**src/pkg/fiu_pkg.sv**
```systemverilog
// Purpose: constants and carrier types for the frontend interrupt unit
// Assumes: byte-wide register port, printed offsets are register addresses
// Notes:   bit 7 of each request write selects set or clear
package fiu_pkg;

  localparam int unsigned ADDR_W = 8;
  localparam int unsigned DATA_W = 8;
  localparam int unsigned FILL_W = 10;

  localparam logic [7:0] OFS_FLAGS_A = 8'h06;
  localparam logic [7:0] OFS_FLAGS_B = 8'h07;
  localparam logic [7:0] OFS_MASK_A  = 8'h08;
  localparam logic [7:0] OFS_MASK_B  = 8'h09;

  localparam logic [7:0] RST_FLAGS_A = 8'h00;
  localparam logic [7:0] RST_FLAGS_B = 8'h00;
  localparam logic [7:0] RST_MASK_A  = 8'h00;
  localparam logic [7:0] RST_MASK_B  = 8'h00;

  localparam int unsigned BIT_SET_SEL    = 7;
  localparam int unsigned BIT_COMBINED   = 6;
  localparam int unsigned BIT_PIN_GATE   = 6;
  localparam int unsigned BIT_PIN_INVERT = 7;
  localparam int unsigned BIT_PIN_STYLE  = 7;
  localparam int unsigned NUM_A          = 7;
  localparam int unsigned NUM_B          = 6;

  localparam logic [3:0] CMD_IDLE = 4'h0;

  // one-cycle event pulses from the surrounding frontend
  typedef struct packed {
    logic       cmd_ended;      // running command finished on its own
    logic       cmd_unknown;    // unknown command code was started
    logic       frame_sent;     // last bit of an outgoing frame sent
    logic       stream_end;     // receiver saw end of stream
    logic       frame_start;    // start of frame or subcarrier seen
    logic       card_sensed;    // low-power card detection hit
    logic [4:0] timer_underflow;
  } fiu_events_t;

  // error flag levels; a rising edge of any raises the error request
  typedef struct packed {
    logic buffer_write_violation;
    logic buffer_overflow_flag;
    logic framing_violation_flag;
    logic empty_send_flag;
    logic integrity_fault_flag;
  } fiu_errors_t;

  typedef struct packed {
    logic              wr;
    logic              rd;
    logic [ADDR_W-1:0] addr;
    logic [DATA_W-1:0] wdata;
  } fiu_bus_req_t;

endpackage

```
**src/design/fiu_top.sv**
```systemverilog
// Purpose: frontend interrupt unit, request latches, masks and pin drive
// Assumes: all inputs synchronous to sys_clk; one clock, sync reset
// Notes:   request bits are sticky except the combined bit; source set beats software clear
`timescale 1ns/1ps

module fiu_top
  import fiu_pkg::*;
#(
  parameter int unsigned FILL_WIDTH = FILL_W
) (
  // clock and reset
  input  wire logic                  sys_clk,
  input  wire logic                  rst,
  // register port
  input  wire fiu_bus_req_t          bus_req,
  output logic [DATA_W-1:0]          bus_rdata,
  // frontend sources
  input  wire logic                  fill_high_status,
  input  wire logic [FILL_WIDTH-1:0] buffer_fill_count,
  input  wire logic [FILL_WIDTH-1:0] water_level,
  input  wire fiu_events_t           events,
  input  wire fiu_errors_t           errors,
  // command field state
  output logic [3:0]                 command_field,
  input  wire logic                  host_cmd_wr,
  input  wire logic [3:0]            host_cmd,
  // interrupt pin
  output logic                       irq_pin_o,
  output logic                       irq_pin_oe
);

  logic [7:0]        flags_a_q;
  logic [7:0]        flags_b_q;
  logic [7:0]        mask_a_q;
  logic [7:0]        mask_b_q;
  logic [7:0]        flags_a_d;
  logic [7:0]        flags_b_d;
  logic [NUM_A-1:0]  src_a;
  logic [NUM_B-1:0]  src_b;
  logic [4:0]        err_prev_q;
  logic              fill_low_status;
  logic              err_rise;
  logic              combined;
  logic              pin_active;
  logic              wr_a;
  logic              wr_b;

  assign wr_a = bus_req.wr && (bus_req.addr == OFS_FLAGS_A);
  assign wr_b = bus_req.wr && (bus_req.addr == OFS_FLAGS_B);

  assign fill_low_status = (buffer_fill_count <= water_level);

  // flags are levels; only a fresh error should raise the request
  always_ff @(posedge sys_clk) begin
    if (rst) begin
      err_prev_q <= 5'h00;
    end else begin
      err_prev_q <= errors;
    end
  end
  assign err_rise = |(errors & ~err_prev_q);

  // command field tracks host writes and device-side returns to idle
  always_ff @(posedge sys_clk) begin
    if (rst) begin
      command_field <= CMD_IDLE;
    end else if (events.cmd_ended || events.cmd_unknown) begin
      command_field <= CMD_IDLE;
    end else if (host_cmd_wr) begin
      command_field <= host_cmd;
    end
  end

  // host idle writes are not a source, so they never set the request
  always_comb begin
    src_a = '0;
    src_a[6] = fill_high_status;
    src_a[5] = fill_low_status;
    src_a[4] = events.cmd_ended || events.cmd_unknown;
    src_a[3] = events.frame_sent;
    src_a[2] = events.stream_end;
    src_a[1] = err_rise;
    src_a[0] = events.frame_start;
    src_b = {events.card_sensed, events.timer_underflow};
  end

  assign combined = |(flags_a_q[NUM_A-1:0] & mask_a_q[NUM_A-1:0])
                  | |(flags_b_q[NUM_B-1:0] & mask_b_q[NUM_B-1:0]);

  // per-bit next value: write set/clear first, then sources on top
  always_comb begin
    flags_a_d = flags_a_q;
    flags_b_d = flags_b_q;
    flags_a_d[7] = 1'b0;
    flags_b_d[7] = 1'b0;
    for (int i = 0; i < NUM_A; i++) begin
      if (wr_a && bus_req.wdata[i]) begin
        flags_a_d[i] = bus_req.wdata[BIT_SET_SEL];
      end
      if (src_a[i]) begin
        flags_a_d[i] = 1'b1;
      end
    end
    for (int i = 0; i < NUM_B; i++) begin
      if (wr_b && bus_req.wdata[i]) begin
        flags_b_d[i] = bus_req.wdata[BIT_SET_SEL];
      end
      if (src_b[i]) begin
        flags_b_d[i] = 1'b1;
      end
    end
    // combined bit is a registered copy of the masked requests, one cycle behind
    flags_b_d[BIT_COMBINED] = combined;
  end

  always_ff @(posedge sys_clk) begin
    if (rst) begin
      flags_a_q <= RST_FLAGS_A;
      flags_b_q <= RST_FLAGS_B;
    end else begin
      flags_a_q <= flags_a_d;
      flags_b_q <= flags_b_d;
    end
  end

  always_ff @(posedge sys_clk) begin
    if (rst) begin
      mask_a_q <= RST_MASK_A;
      mask_b_q <= RST_MASK_B;
    end else if (bus_req.wr && bus_req.addr == OFS_MASK_A) begin
      mask_a_q <= bus_req.wdata;
    end else if (bus_req.wr && bus_req.addr == OFS_MASK_B) begin
      mask_b_q <= bus_req.wdata;
    end
  end

  // read data one cycle after the strobe; unmapped reads give zero
  always_ff @(posedge sys_clk) begin
    if (rst) begin
      bus_rdata <= 8'h00;
    end else if (bus_req.rd) begin
      case (bus_req.addr)
        OFS_FLAGS_A: bus_rdata <= {1'b0, flags_a_q[6:0]};
        OFS_FLAGS_B: bus_rdata <= {1'b0, flags_b_q[6:0]};
        OFS_MASK_A:  bus_rdata <= mask_a_q;
        OFS_MASK_B:  bus_rdata <= mask_b_q;
        default:     bus_rdata <= 8'h00;
      endcase
    end else begin
      bus_rdata <= 8'h00;
    end
  end

  // pin uses registered combined bit and its own register, so it lags the flags by two cycles
  assign pin_active = mask_b_q[BIT_PIN_GATE] && flags_b_q[BIT_COMBINED];

  always_ff @(posedge sys_clk) begin
    if (rst) begin
      irq_pin_o  <= 1'b0;
      irq_pin_oe <= 1'b0;
    end else if (mask_b_q[BIT_PIN_STYLE]) begin
      irq_pin_o  <= pin_active ^ mask_a_q[BIT_PIN_INVERT];
      irq_pin_oe <= 1'b1;
    end else begin
      // open drain only pulls low; a high level needs the pull-up
      irq_pin_o  <= 1'b0;
      irq_pin_oe <= ~(pin_active ^ mask_a_q[BIT_PIN_INVERT]);
    end
  end
endmodule

```
**config.mk**
```make
export PLATFORM = sky130hd
export DESIGN_NAME = fiu_top
export DESIGN_NICKNAME = d
export VERILOG_FILES = /design/src/pkg/fiu_pkg.sv /design/src/design/fiu_top.sv
export SDC_FILE = /design/constraint.sdc
export NUM_CORES = 1
export LEC_CHECK = 0
export BUFFER_PORTS_ARGS = -buffer_cell sky130_fd_sc_hd__buf_2
export CORE_ASPECT_RATIO = 1.4
export CORE_MARGIN = 2
export CORE_UTILIZATION = 55
export CTS_BUF_LIST = sky130_fd_sc_hd__clkbuf_4 sky130_fd_sc_hd__clkbuf_8
export CTS_CLUSTER_DIAMETER = 120
export CTS_CLUSTER_SIZE = 40
export DETAILED_ROUTE_END_ITERATION = 8
export PLACE_DENSITY = 0.95
export SYNTH_ARGS = -nofsm -noshare
export SYNTH_HDL_FRONTEND = slang
export SYNTH_SLANG_ARGS = --single-unit
```
**constraint.sdc**
```tcl
create_clock -name sys_clk -period 3.68 [get_ports sys_clk]
set_clock_uncertainty 0.15 [all_clocks]
set_input_delay 0.368 -clock sys_clk [delete_from_list [all_inputs] [get_ports sys_clk]]
set_output_delay 0.368 -clock sys_clk [all_outputs]
set_load 0.1 [all_outputs]
```
==> results.md <==
- Total number of placement rows: 27
- Wire length reported by the detailed router: about 5500 µm
- Number of remaining DRC errors: 3
- Run status: finished, violations left
- Layout fillers: 301
- CTS clk-pin slew, worst paths: about 0.090 ns
- Critical Setup Path Class: primary input to flip-flop
- Met1 Routed Length: 2152 µm
- Shortest clock period the worst path allows after layout: approximately 1.7 ns
- Hold violation total from the final report: 0
- Sort of element at the end of the critical path: flip-flop
- RD Place Congestion: between 0.9 and 1
- Pwr Density: 378.6 mW/mm²
- Via count: about 2200
- Die footprint: 0.004763 mm²
- Ratio of routed vias to standard cells: just over 6
- Met2 wire len: 2808 µm
- Inserted Clock Buffers: 5
- Initial cell density of the core: 0.5822
- Uppermost layer routed: met4
- Violated checks: DRC
- Die W: between 50 and 60 µm
- Pin count of the biggest net entering global routing: 39
- Area growth from synthesis to final layout: 21.29%
- CTS tree: yes
- Final number of setup-violating endpoints: 0
- Total iterations of the first detailed-routing run: 7
- First DRT Iteration DRCs: 139
- Unrepaired setup endpoints after global routing: false
- Std-Cell Core Area: between 0.003 and 0.004 mm²
- Count of max-cap constraint violations: 0
- Amount of wire on met3 after detailed routing: 446 µm
- Via count of the first global-routing pass: just over 2000
- Actual slew at the worst max-slew pin: between 0.6 and 0.7 ns
- Wire length of the first global-routing pass: roughly 9000 µm
- Global Route Usage Sum: 0.2449
- Depth of the worst register-to-register path: 4
- Worst Setup Start Kind: primary input
- Count of warnings emitted by yosys: 0
- Data arrival time of the critical path: about 1.7 ns
- Count of different cell masters after synthesis: 34
- Clock Sink Count: slightly below 50
- Number of instances in the synthesized netlist: ~250
- Syn Nets: between 300 and 400
- Post-synthesis area per instance: between 9 and 10 µm²
- Total of cells resized after clock tree synthesis: 0
- TNS Setup: 0 ns
- Antenna-violating nets left: 0
- Count of flip-flops with a built-in enable after synthesis: 0
- Clock Tree Buf Depth: 2
- Cell types with the largest area share after synthesis: sky130_fd_sc_hd__dfxtp_1, sky130_fd_sc_hd__mux2i_1, sky130_fd_sc_hd__nor2_1, sky130_fd_sc_hd__ha_1, sky130_fd_sc_hd__nand4_1
- Netlist area before placement: between 0.002 and 0.0025 mm²
- Count of hold buffers inserted by post-cts repair: 0
- Register area share after synthesis: 0.4226
- Most repeated cell in the gate-level netlist after synthesis: sky130_fd_sc_hd__dfxtp_1
- Count of nets after finishing: 390
- Maximum fanout count along the critical path: 14
- Worst Setup Slack post-DPL: around 1.7 ns
- Number of inserted diodes: 0
- Peak supply drop: between 0.3 and 0.4 mV
- Leading area contributor after synthesis: sky130_fd_sc_hd__dfxtp_1
- Worst hold path cell count: 2
- Die height: between 80 and 90 µm
- Max Clk Rate: slightly below 600 MHz
- Congestion Overflow GR: 0
- Initial antenna violation count: 0
- Buffers added on ports: 75
- Final routed wire length divided by cell count: 15.32 µm
- Most common library cells after synthesis: sky130_fd_sc_hd__dfxtp_1, sky130_fd_sc_hd__nor2_1, sky130_fd_sc_hd__mux2i_1, sky130_fd_sc_hd__inv_1, sky130_fd_sc_hd__nand4_1
- H-tree depth: 2
- Top-Level Pins: 76
- Share of layout cells above drive strength 1: 0.2790
- Minimum hold slack: between 0.1 and 0.15 ns
- Share of async-settable or async-resettable flops after synthesis: 0
- Required time worst endpoint: between 3 and 4 ns
- Final number of max-transition violations: 0
- Area fraction of the dominant cell type after synthesis: 0.4226
- Clk Tree Root Cell: sky130_fd_sc_hd__clkbuf_8
- Max-Slew Margin vs Limit: 0.5440
- Post-CTS repair timing setup buffer count: 0
- Most used flip-flop cell after synthesis: sky130_fd_sc_hd__dfxtp_1
- Clk_lat worst skew: slightly above 0.3 ns
- Detailed placer's ending HPWL: around 4200 µm
- Reported leakage power: approximately 1.4 nW
- Portion of the clock cycle consumed by the worst path in the final layout: 0.4552
- Yosys reg bits: 49
- Class of the most critical hold timing path: primary input to flip-flop
- Post-route setup slack: between 2 and 2.5 ns
placed cells by master, fill, tap and decap left out, types with 3 or more instances in the layout:
master / n
sky130_fd_sc_hd__a211oi_1: 12
sky130_fd_sc_hd__a21oi_1: 8
sky130_fd_sc_hd__a222oi_1: 5
sky130_fd_sc_hd__a22o_1: 4
sky130_fd_sc_hd__a22oi_1: 10
sky130_fd_sc_hd__a31oi_1: 3
sky130_fd_sc_hd__buf_2: 75
sky130_fd_sc_hd__clkbuf_8: 5
sky130_fd_sc_hd__dfxtp_1: 49
sky130_fd_sc_hd__ha_1: 10
sky130_fd_sc_hd__inv_1: 17
sky130_fd_sc_hd__mux2i_1: 24
sky130_fd_sc_hd__nand2_1: 4
sky130_fd_sc_hd__nand4_1: 15
sky130_fd_sc_hd__nor2_1: 38
sky130_fd_sc_hd__nor2b_1: 6
sky130_fd_sc_hd__nor3_1: 10
sky130_fd_sc_hd__nor3b_1: 3
flip-flops by register name, summed over array words and instances (netlist names):
name / flops
bus_rdata: 8
command_field: 4
err_prev_q: 5
flags_a_q: 7
flags_b_q: 7
irq_pin_o: 1
irq_pin_oe: 1
mask_a_q: 8
mask_b_q: 8
power breakdown:
part	total, W	switching [W]	internal, W
clock	0.000384	0.000181	0.000203
sequential	0.000557	0.0000124	0.000545
combinational	0.000124	0.0000713	0.0000527
total	0.00107	0.000265	0.000801
critical path, cell delays in order:
cell and delay, ns:
sky130_fd_sc_hd__buf_2 0.16, sky130_fd_sc_hd__and4bb_1 0.65, sky130_fd_sc_hd__nand4_1 0.22, sky130_fd_sc_hd__mux2i_1 0.20
sky130_fd_sc_hd__a31oi_1 0.10
layer usage:
layer  vias to the layer above  GRT usage
met5                         -          0
met4                         0     0.1091
met3                        18    0.06051
met2                       117     0.4067
met1                      1018     0.2949
li1                       1054          -
metrics by stage:
stage | util | instances | power (W) | instance area [µm²]
after floorplan | - | 247 | 0.0006347 | 2321
after global placement | 0.6773 | 354 | 0.0006864 | 2700
after detailed placement | 0.6773 | 354 | 0.0006927 | 2700
after CTS | 0.7062 | 362 | 0.001073 | 2815
after global routing | 0.7062 | 362 | 0.001111 | 2815
final | 0.7062 | 362 | 0.001066 | 2815
path summary, 6_finish.rpt:
path / from / to / slack (ns)
setup / recovery: bus_req[8] / flags_a_q[1]$_SDFFE_PP0P_ / 2.00
hold / removal: errors[1] / err_prev_q[1]$_SDFF_PP0_ / 0.14
setup reg to reg: mask_b_q[0]$_SDFFE_PP0P_ / flags_b_q[6]$_SDFF_PP0_ / 2.39
hold reg to reg: command_field[1]$_SDFFE_PP0P_ / command_field[1]$_SDFFE_PP0P_ / 0.34
kinds of logic after synthesis:
group | synth area share
buffers and inverters | 0.05229
flip-flops | 0.4226
multiplexers | 0.1035
XOR/XNOR | 0.003774
adder cells (fa/ha/maj) | 0.05391
AND/OR/NAND/NOR | 0.2075
AO/OA/AOI/OAI | 0.1563
final cells by class:
cell class	count	area, µm²	share of cell area
inverters	17	63.81	0.02267
multi-input cells	169	1219	0.4329
flip-flops and latches	49	980.9	0.3484
clock inverters	3	46.29	0.01644
repair buffers	76	382.9	0.1360
well taps	43	53.80	0.01911
clock buffers	5	68.82	0.02444
(Power assumes the default switching activity.)
